==> config.mk <==
export PLATFORM = sky130hd
export DESIGN_NAME = fcse_host
export DESIGN_NICKNAME = d
export VERILOG_FILES = /design/src/include/fcse_pkg.sv /design/src/logic/fcse_host.sv
export SDC_FILE = /design/constraint.sdc
export NUM_CORES = 1
export LEC_CHECK = 0
export BUFFER_PORTS_ARGS = -buffer_cell sky130_fd_sc_hd__buf_2
export CORE_MARGIN = 2
export CORE_UTILIZATION = 55
export CTS_CLUSTER_SIZE = 10
export DETAILED_ROUTE_END_ITERATION = 6
export GPL_ROUTABILITY_DRIVEN = 1
export PLACE_DENSITY = 0.78
export SLEW_MARGIN = 20
export SYNTH_ARGS = -nofsm -noshare
export SYNTH_HDL_FRONTEND = slang
export SYNTH_SLANG_ARGS = --single-unit
==> constraint.sdc <==
create_clock -name clk_sys -period 4.04 [get_ports clk_sys]
set_input_delay 0.808 -clock clk_sys [delete_from_list [all_inputs] [get_ports clk_sys]]
set_output_delay 0.808 -clock clk_sys [all_outputs]
set_load 0.02 [all_outputs]
==> src/include/fcse_pkg.sv <==
package fcse_pkg;
    localparam int CLK_MHZ = 100;
    localparam int ADDR_W = 22;
    localparam int DATA_W = 8;
    localparam int CNT_W = 8;
    // Bus timing in ns and derived cycle counts (least times, rounded up)
    localparam int T_WE_NS = 50;
    localparam int WE_CYC = (T_WE_NS * CLK_MHZ + 999) / 1000;
    localparam int T_RD_NS = 100;
    localparam int RD_CYC = (T_RD_NS * CLK_MHZ + 999) / 1000;
    localparam int T_REC_NS = 30;
    localparam int REC_CYC = (T_REC_NS * CLK_MHZ + 999) / 1000;
    localparam int SYNC_CYC = 2;
    // Status byte field positions
    localparam int ENGINE_READY_BIT = 7;
    localparam int ERASE_FAIL_BIT = 5;
    localparam int PROGRAM_FAIL_BIT = 4;
    localparam int SUPPLY_LOCKOUT_BIT = 3;
    localparam int LOCK_VIOLATION_BIT = 1;
    // Sequence steps within one operation
    localparam logic [1:0] STEP_CMD1 = 2'h0;
    localparam logic [1:0] STEP_CMD2 = 2'h1;
    localparam logic [1:0] STEP_POLL = 2'h2;
    localparam logic [1:0] STEP_CLEAR = 2'h3;

    typedef enum logic [2:0] {
        OP_READ_ID = 3'h0,
        OP_READ_STATUS = 3'h1,
        OP_CLEAR_STATUS = 3'h2,
        OP_READ_XSR = 3'h3,
        OP_BLOCK_ERASE = 3'h4,
        OP_CHIP_ERASE = 3'h5
    } fcse_op_type;

    typedef struct packed {
        fcse_op_type op;
        logic [ADDR_W-1:0] addr;
        logic wp_high;
    } fcse_req_type;

    typedef struct packed {
        logic ce_a_n;
        logic ce_b_n;
        logic oe_n;
        logic we_n;
        logic wp_n;
        logic [ADDR_W-1:0] addr;
        logic [DATA_W-1:0] dq_out;
        logic dq_oe;
    } fcse_pins_type;

    localparam fcse_pins_type PINS_RESET = '{
        ce_a_n: 1'b1, ce_b_n: 1'b1, oe_n: 1'b1, we_n: 1'b1, wp_n: 1'b0,
        addr: '0, dq_out: '0, dq_oe: 1'b0};
endpackage

==> src/logic/fcse_host.sv <==
`timescale 1ns/1ps
module fcse_host #(
    // Command codes, arbitrary defaults; set to the device's codes
    parameter logic [7:0] CMD_READ_ID = 8'h01,
    parameter logic [7:0] CMD_READ_STATUS = 8'h02,
    parameter logic [7:0] CMD_CLEAR_STATUS = 8'h03,
    parameter logic [7:0] CMD_BUFFER_SETUP = 8'h04,
    parameter logic [7:0] CMD_ERASE_SETUP = 8'h05,
    parameter logic [7:0] CMD_CHIP_SETUP = 8'h06,
    parameter logic [7:0] CMD_CONFIRM = 8'h07
) (
    input wire logic clk_sys,
    input wire logic rst,
    input wire logic req_valid,
    input wire fcse_pkg::fcse_req_type req,
    output logic req_ready,
    output fcse_pkg::fcse_pins_type pins,
    input wire logic [fcse_pkg::DATA_W-1:0] dq_in,
    input wire logic status_pin,
    output logic done,
    output logic [fcse_pkg::DATA_W-1:0] result,
    output logic erase_failed
);
    typedef enum logic [5:0] {
        S_IDLE = 6'b000001,
        S_WR = 6'b000010,
        S_WREC = 6'b000100,
        S_RD = 6'b001000,
        S_RREC = 6'b010000,
        S_WAIT = 6'b100000
    } fcse_state_type;

    fcse_state_type state_q, state_d;
    fcse_pkg::fcse_pins_type pins_q, pins_d;
    fcse_pkg::fcse_op_type op_q, op_d;
    logic [fcse_pkg::ADDR_W-1:0] addr_q, addr_d;
    logic [1:0] step_q, step_d;
    logic [1:0] wr_cnt_q, wr_cnt_d;
    logic [fcse_pkg::CNT_W-1:0] cnt_q, cnt_d;
    logic [fcse_pkg::DATA_W-1:0] data_q, data_d;
    logic [fcse_pkg::DATA_W-1:0] result_q, result_d;
    logic ready_q, ready_d;
    logic done_q, done_d;
    logic efail_q, efail_d;
    logic [fcse_pkg::DATA_W-1:0] dq_meta_q, dq_sync_q;
    logic sts_meta_q, sts_sync_q;
    logic is_erase;

    // Two-stage synchronisers for device pins
    always_ff @(posedge clk_sys or posedge rst) begin
        if (rst) begin
            dq_meta_q <= '0;
            dq_sync_q <= '0;
            sts_meta_q <= 1'b0;
            sts_sync_q <= 1'b0;
        end else begin
            dq_meta_q <= dq_in;
            dq_sync_q <= dq_meta_q;
            sts_meta_q <= status_pin;
            sts_sync_q <= sts_meta_q;
        end
    end

    // First command byte of each operation
    function automatic logic [7:0] first_cmd(input fcse_pkg::fcse_op_type op);
        logic [7:0] c;
        c = CMD_READ_STATUS;
        unique case (op)
            fcse_pkg::OP_READ_ID: c = CMD_READ_ID;
            fcse_pkg::OP_READ_STATUS: c = CMD_READ_STATUS;
            fcse_pkg::OP_CLEAR_STATUS: c = CMD_CLEAR_STATUS;
            fcse_pkg::OP_READ_XSR: c = CMD_BUFFER_SETUP;
            fcse_pkg::OP_BLOCK_ERASE: c = CMD_ERASE_SETUP;
            fcse_pkg::OP_CHIP_ERASE: c = CMD_CHIP_SETUP;
            default: c = CMD_READ_STATUS;
        endcase
        return c;
    endfunction

    assign is_erase = (op_q == fcse_pkg::OP_BLOCK_ERASE) || (op_q == fcse_pkg::OP_CHIP_ERASE);

    // Sequencer: command writes, status polling and result reads
    always_comb begin
        state_d = state_q;
        pins_d = pins_q;
        op_d = op_q;
        addr_d = addr_q;
        step_d = step_q;
        wr_cnt_d = wr_cnt_q;
        cnt_d = cnt_q + 1'b1;
        data_d = data_q;
        result_d = result_q;
        ready_d = ready_q;
        done_d = 1'b0;
        efail_d = efail_q;
        unique case (state_q)
            S_IDLE: begin
                cnt_d = '0;
                if (req_valid && ready_q) begin
                    op_d = req.op;
                    addr_d = req.addr;
                    step_d = fcse_pkg::STEP_CMD1;
                    wr_cnt_d = '0;
                    ready_d = 1'b0;
                    pins_d.wp_n = req.wp_high;
                    pins_d.addr = req.addr;
                    pins_d.dq_out = first_cmd(req.op);
                    pins_d.dq_oe = 1'b1;
                    pins_d.ce_a_n = 1'b0;
                    pins_d.ce_b_n = 1'b0;
                    pins_d.we_n = 1'b0;
                    state_d = S_WR;
                end
            end
            S_WR: begin
                // Write pulse; enables rise together, data held into recovery
                if (cnt_q == fcse_pkg::CNT_W'(fcse_pkg::WE_CYC - 1)) begin
                    pins_d.we_n = 1'b1;
                    pins_d.ce_a_n = 1'b1;
                    pins_d.ce_b_n = 1'b1;
                    cnt_d = '0;
                    state_d = S_WREC;
                end
            end
            S_WREC: begin
                if (cnt_q == fcse_pkg::CNT_W'(fcse_pkg::REC_CYC - 1)) begin
                    pins_d.dq_oe = 1'b0;
                    cnt_d = '0;
                    wr_cnt_d = wr_cnt_q + 1'b1;
                    if (step_q == fcse_pkg::STEP_CMD1 && is_erase) begin
                        // Confirm goes to an address inside the target block
                        step_d = fcse_pkg::STEP_CMD2;
                        pins_d.dq_out = CMD_CONFIRM;
                        pins_d.dq_oe = 1'b1;
                        pins_d.ce_a_n = 1'b0;
                        pins_d.ce_b_n = 1'b0;
                        pins_d.we_n = 1'b0;
                        state_d = S_WR;
                    end else if (step_q == fcse_pkg::STEP_CMD2) begin
                        step_d = fcse_pkg::STEP_POLL;
                        state_d = S_WAIT;
                    end else if (step_q == fcse_pkg::STEP_CLEAR ||
                                 op_q == fcse_pkg::OP_CLEAR_STATUS) begin
                        done_d = 1'b1;
                        ready_d = 1'b1;
                        state_d = S_IDLE;
                    end else begin
                        // Identifier reads skip the lowest address line
                        pins_d.addr = (op_q == fcse_pkg::OP_READ_ID) ?
                            {addr_q[fcse_pkg::ADDR_W-2:0], 1'b0} : addr_q;
                        pins_d.oe_n = 1'b0;
                        pins_d.ce_a_n = 1'b0;
                        pins_d.ce_b_n = 1'b0;
                        state_d = S_RD;
                    end
                end
            end
            S_WAIT: begin
                // Hold off status reads while the status pin shows busy
                cnt_d = '0;
                if (sts_sync_q) begin
                    pins_d.oe_n = 1'b0;
                    pins_d.ce_a_n = 1'b0;
                    pins_d.ce_b_n = 1'b0;
                    state_d = S_RD;
                end
            end
            S_RD: begin
                if (cnt_q == fcse_pkg::CNT_W'(fcse_pkg::RD_CYC + fcse_pkg::SYNC_CYC - 1)) begin
                    data_d = dq_sync_q;
                    // Enables return high so the next read relatches
                    pins_d.oe_n = 1'b1;
                    pins_d.ce_a_n = 1'b1;
                    pins_d.ce_b_n = 1'b1;
                    cnt_d = '0;
                    state_d = S_RREC;
                end
            end
            S_RREC: begin
                if (cnt_q == fcse_pkg::CNT_W'(fcse_pkg::REC_CYC - 1)) begin
                    cnt_d = '0;
                    if (step_q == fcse_pkg::STEP_POLL && !data_q[fcse_pkg::ENGINE_READY_BIT]) begin
                        state_d = S_WAIT;
                    end else if (step_q == fcse_pkg::STEP_POLL &&
                                 data_q[fcse_pkg::ERASE_FAIL_BIT]) begin
                        // Failed erase: clear status before reporting
                        result_d = data_q;
                        efail_d = 1'b1;
                        step_d = fcse_pkg::STEP_CLEAR;
                        pins_d.dq_out = CMD_CLEAR_STATUS;
                        pins_d.dq_oe = 1'b1;
                        pins_d.ce_a_n = 1'b0;
                        pins_d.ce_b_n = 1'b0;
                        pins_d.we_n = 1'b0;
                        state_d = S_WR;
                    end else begin
                        result_d = data_q;
                        efail_d = 1'b0;
                        done_d = 1'b1;
                        ready_d = 1'b1;
                        state_d = S_IDLE;
                    end
                end
            end
            default: begin
                state_d = S_IDLE;
                pins_d = fcse_pkg::PINS_RESET;
                ready_d = 1'b1;
            end
        endcase
    end

    // Sequencer registers
    always_ff @(posedge clk_sys or posedge rst) begin
        if (rst) begin
            state_q <= S_IDLE;
            pins_q <= fcse_pkg::PINS_RESET;
            op_q <= fcse_pkg::OP_READ_STATUS;
            addr_q <= '0;
            step_q <= fcse_pkg::STEP_CMD1;
            wr_cnt_q <= '0;
            cnt_q <= '0;
            data_q <= '0;
            result_q <= '0;
            ready_q <= 1'b1;
            done_q <= 1'b0;
            efail_q <= 1'b0;
        end else begin
            state_q <= state_d;
            pins_q <= pins_d;
            op_q <= op_d;
            addr_q <= addr_d;
            step_q <= step_d;
            wr_cnt_q <= wr_cnt_d;
            cnt_q <= cnt_d;
            data_q <= data_d;
            result_q <= result_d;
            ready_q <= ready_d;
            done_q <= done_d;
            efail_q <= efail_d;
        end
    end

    assign pins = pins_q;
    assign req_ready = ready_q;
    assign done = done_q;
    assign result = result_q;
    assign erase_failed = efail_q;
endmodule

# Word level (Yosys, flattened, before mapping)
# Cells that the tools add are included.
# totals
ff_bits,114
output_inout_bits,47
# classes
mux,75
n_reduce_logical,31
bitwise_logic,6
n_addsub,1
n_eq_ne,36
# ops
cell,n
two-way mux 22 bit,4
one-hot mux 22 bit (3 select lines),1
two-way mux 6 bit,9
two-way mux 9 bit,4
one-hot mux 6 bit (6 select lines),1
one-hot mux 9 bit (4 select lines),1
two-way mux 33 bit,1
one-hot mux 8 bit (4 select lines),1
two-way mux 31 bit,1
inequality test 2 bit (second input constant),14
two-way mux 2 bit,13
two-way mux 8 bit,3
two-way mux 1 bit,22
AND reduction 7 bit,3
AND reduction 6 bit,3
one-hot mux 3 bit (5 select lines),1
equality test 3 bit (second input constant),4
two-way mux 3 bit,4
one-hot mux 2 bit (6 select lines),1
AND reduction 10 bit,1
equality test 3 x 2 -> 1 bit (second input constant),3
inequality test 3 bit (second input constant),3
AND reduction 9 bit,1
adder 8 x 1 -> 8 bit (second input constant),1
other kinds (30),49

# Longest topological paths before layout
# logic_depth
word_depth,7
depth_mapped,8

# Worst setup path before layout
# No wires, ideal clock.
# synth_path
path_type,register to register
from,reg cnt_q[0] (netlist bit)
to,reg pins_q (netlist bit pins[16])
path_stages_with_launch,9
slack_ns,1.807
path_buffers,1
required_time_ns,3.915
arrival_time_ns,2.108
synth_period_minus_slack_ns,2.233
cell_sequence,dfrtp_1 > inv_1 > ha_1 > or3b_2 > nor2_1 > a31oi_1 > nor2_1 > buf_2 > mux2_2
# synth_between
elab_chain_cells,3
# synth_rtl
element,line,source
from (decl),fcse_host.sv:39,"logic [fcse_pkg::CNT_W-1:0] cnt_q, cnt_d;"
from (signal assigned),fcse_host.sv:235,cnt_q <= cnt_d;
equality test 8 x 2 -> 1 bit,fcse_host.sv:126,if (cnt_q == fcse_pkg::CNT_W'(fcse_pkg::REC_CYC - 1)) begin
inequality test 2 bit (no source line),n/a,
AND reduction 6 bit (no source line),n/a,
to (signal assigned),fcse_host.sv:217,pins_q <= fcse_pkg::PINS_RESET;
to (signal assigned),fcse_host.sv:230,pins_q <= pins_d;
to (decl),fcse_host.sv:34,"fcse_pkg::fcse_pins_type pins_q, pins_d;"
# Every way passes these cells.
# A chain may end at the register's enable or synchronous reset.

# Worst setup path after layout
# layout_path
from,reg state_q[1]
to,reg pins_q (netlist bit pins[15])
# layout_between
elab_chain_cells,4
elab_cells_between_ends,15
cone_classes,eq/ne: 11; mux: 1; bitwise: 1; reduce/logical: 2
# layout_rtl
element,line,source
from (decl),fcse_host.sv:33,"fcse_state_type state_q, state_d;"
from (signal assigned),fcse_host.sv:229,state_q <= state_d;
"equality test 6 x 5 -> 1 bit, or another cell as far along",fcse_host.sv:96,unique case (state_q)
OR reduction 4 bit (no source line),n/a,
NOT 1 bit (no source line),n/a,
AND reduction 6 bit (no source line),n/a,
# Several ways; a longest one is shown, not always the timed one.

==> run summary <==
Fmax: 388 MHz
Core ar.: 8720 µm²
ys async rst share: 100%
ANT cells: 0
most frequent cells in the layout: dfrtp_1 (102), buf_2 (79), mux2_2 (65)
simple-gate share of the synthesized area: 12.9%
CP max stage delay: 590 ps
H-tree Lvls: 3
Post-synth EDFFs: 0
HP Class: reg2reg
max capacitance violation total: 0
arrival time worst endpoint: 2820 ps
vias: 3461
highest-delay cell along the critical path: nor4_1
Die Wd: 99.0 µm
status: complete, no violations
synth top area cells: dfrtp_1 (51%), mux2_2 (15%), mux2i_1 (4.6%), o21ai_0 (3.2%), dfstp_2 (3.2%)
CTS max path bufs: 2
CTS buffer count: 9
CP Max Fanout: 31
Post-Synth XOR/XNOR Area: 1.59%
post-synthesis compound-gate area fraction: 7.31%
maximum VDD drop: 0.409 mV
Mapped Cells: 423
largest family of logic cells by synthesized area: multiplexers
PD cells: 718 nW/µm²
most common cell after layout, fill and taps aside: dfrtp_1
Die H: 99.0 µm
Crit path top cell by count: buf_4
Least-Margin Pin Slew: 1050 ps
final wirelength: 10300 µm
register area share after synthesis: 54.6%
Ports: 85
CTS tree: built
post_cts resized: 0
TritonCTS Sinks: 108
RSZ-0062 raised after global routing: no
grt ovf: 0
Critical Path End Type: flop
CP Cell Sequence: nor4_1 > nand3b_1 > buf_4 > a31oi_1 > nor2_2 > buf_4 > mux2_2
YS warnings: 0
Mapped Avg Cell Area: 11.7 µm²
Top Usage Layer GRT: met2
initial core utilization: 56.9%
layout cells sized above 1: 36.4%
max_slew headroom: 30.1%
I/O Buffers: 79
Residual DRC: 0
FP Rows: 34
hold_buf cts: 0
root buf cell: clkbuf_8
pin count of the biggest net entering global routing: 61
Crit Path Class: reg2reg
Unique masters post-synth: 55
Primary FF master, synth: dfrtp_1
met1 Use GR: 28.7%
DR iter-0 viols: 224
Synth Register Bits: 108
drt pass-1 iters: 4
Via-to-Cell Ratio: 5.69
mux cell area share after synthesis: 19.4%
met2 Use GR: 34.6%
post-synthesis adder-cell area fraction: 0.756%
Final #Nets: 537
cell area after synthesis: 4960 µm²
Slew Limit Fails: 0
Worst Clk Skew: 10.7 ps
area leader, netlist: dfrtp_1
Setup Viol. Count Final: 0
Routed wire per std cell: 17.0 µm
buffer count from post-CTS setup fixing: 0
Reg clk slew, reported paths: 110 ps
Area growth syn-to-layout: 12.9%
CP required: 4290 ps
final worst path period need: 2580 ps
total power: 4.02 mW
leakage: 2.70 nW
clk_lat worst skew: 360 ps
full die area: 9800 µm²
Setup TNS Final: 0 ps
Yosys top cell area share: 51.4%
Buf+Inv Stages, Crit Path: 2
Final Wtd Congestion: 0.932
post-route antenna net violation count: 0
first-pass GRT wire length: 16800 µm
period utilization: 63.8%
Final Hold Fails: 0
met3 Resource Use GR: 6.24%
CP startpoint kind: flop
vias in the first global route: 3412
gr usage total: 21.7%
CP delay by family, top: simple AND/OR/NAND/NOR gates
initial antenna violation count: 0
dpl hpwl: 7180 µm
==> synth_stat cells, types with 4 or more instances <==
library cell and count:
nor2b_1 4, o211ai_1 4, xor2_1 7, mux2i_1 23, buf_4 6, inv_1 7, and3_1 4, nand3b_1 5
buf_2 7, a21oi_1 6, dfrtp_1 102, mux2_2 65, o21ai_0 32, clkbuf_1 13, nor2_1 27, dfstp_2 6
nand2_1 36, nand3_1 11
==> through the flow <==
stage          util (%)  worst slack (ps)  area, µm²  hold slack (ps)  std cells
4_1_cts            64.2              1470       5600              359        608
3_5_place_dp       62.2              1490       5420              336        593
5_1_grt            64.2              1280       5600              369        608
3_3_place_gp       62.2              1470       5420              333        593
2_1_floorplan         -               396       4980              331        427
6_report           64.2              1460       5600              355        608
==> layout make-up <==
| cell class | instances | area [µm²] |
|---|---|---|
| Clock buffer | 9 | 124 |
| Clock inverter | 6 | 53.8 |
| Fill cell | 678 | 3120 |
| Inverter | 7 | 28.8 |
| Multi-Input combinational cell | 285 | 2110 |
| Sequential cell | 108 | 2710 |
| Tap cell | 108 | 135 |
| Timing Repair Buffer | 85 | 440 |
==> registers in the layout, indices dropped and copies added (netlist names) <==
| register | count |
|---|---|
| sts_meta_q | 1 |
| dq_sync_q | 8 |
| cnt_q | 8 |
| erase_failed | 1 |
| addr_q | 22 |
| dq_meta_q | 8 |
| data_q | 8 |
| done | 1 |
| sts_sync_q | 1 |
| result | 8 |
| req_ready | 1 |
| pins | 30 |
| step_q | 2 |
| op_q | 3 |
| state_q | 6 |
==> layer usage <==
| metal | part of all wire (%) | routed length [µm] | vias to the layer above |
|---|---|---|---|
| met5 | 0 | 0 | - |
| met4 | 1.9 | 191 | 0 |
| met3 | 5.5 | 565 | 14 |
| met2 | 50 | 5140 | 103 |
| met1 | 43 | 4420 | 1713 |
| li1 | - | - | 1631 |
==> power breakdown <==
group          total, mW  switching, mW  internal (mW)  leakage, nW
logic               1.77          0.959          0.807         1.24
registers           1.64          0.244           1.40         1.37
clock network      0.618          0.383          0.235       0.0890
total               4.02           1.59           2.44         2.70
==> cell families (layout without fill, tap and decap cells) <==
family,count (synthesis),in the layout
other cells,1,5
simple gates,120,120
compound gates,60,60
buf+inv,34,107
mux,88,88
flops,108,108
fa+ha+maj,3,3
xor+xnor,9,9
==> worst paths after layout <==
kind	cells after the start	startpoint	end	slack, ps
worst max-delay path	7	state_q[1]$_DFFE_PP0P_	pins[15]$_DFFE_PP0P_	1460
worst min-delay path	0	dq_meta_q[5]$_DFF_PP0_	dq_sync_q[5]$_DFF_PP0_	350
worst max register to register	7	state_q[1]$_DFFE_PP0P_	pins[15]$_DFFE_PP0P_	1460
worst min register to register	0	dq_meta_q[5]$_DFF_PP0_	dq_sync_q[5]$_DFF_PP0_	350
max in group asynchronous	3	rst	op_q[0]$_DFFE_PP1P_	2620
min in group asynchronous	2	rst	dq_meta_q[6]$_DFF_PP0_	570
Note: power is estimated with default switching activity, not from simulation.
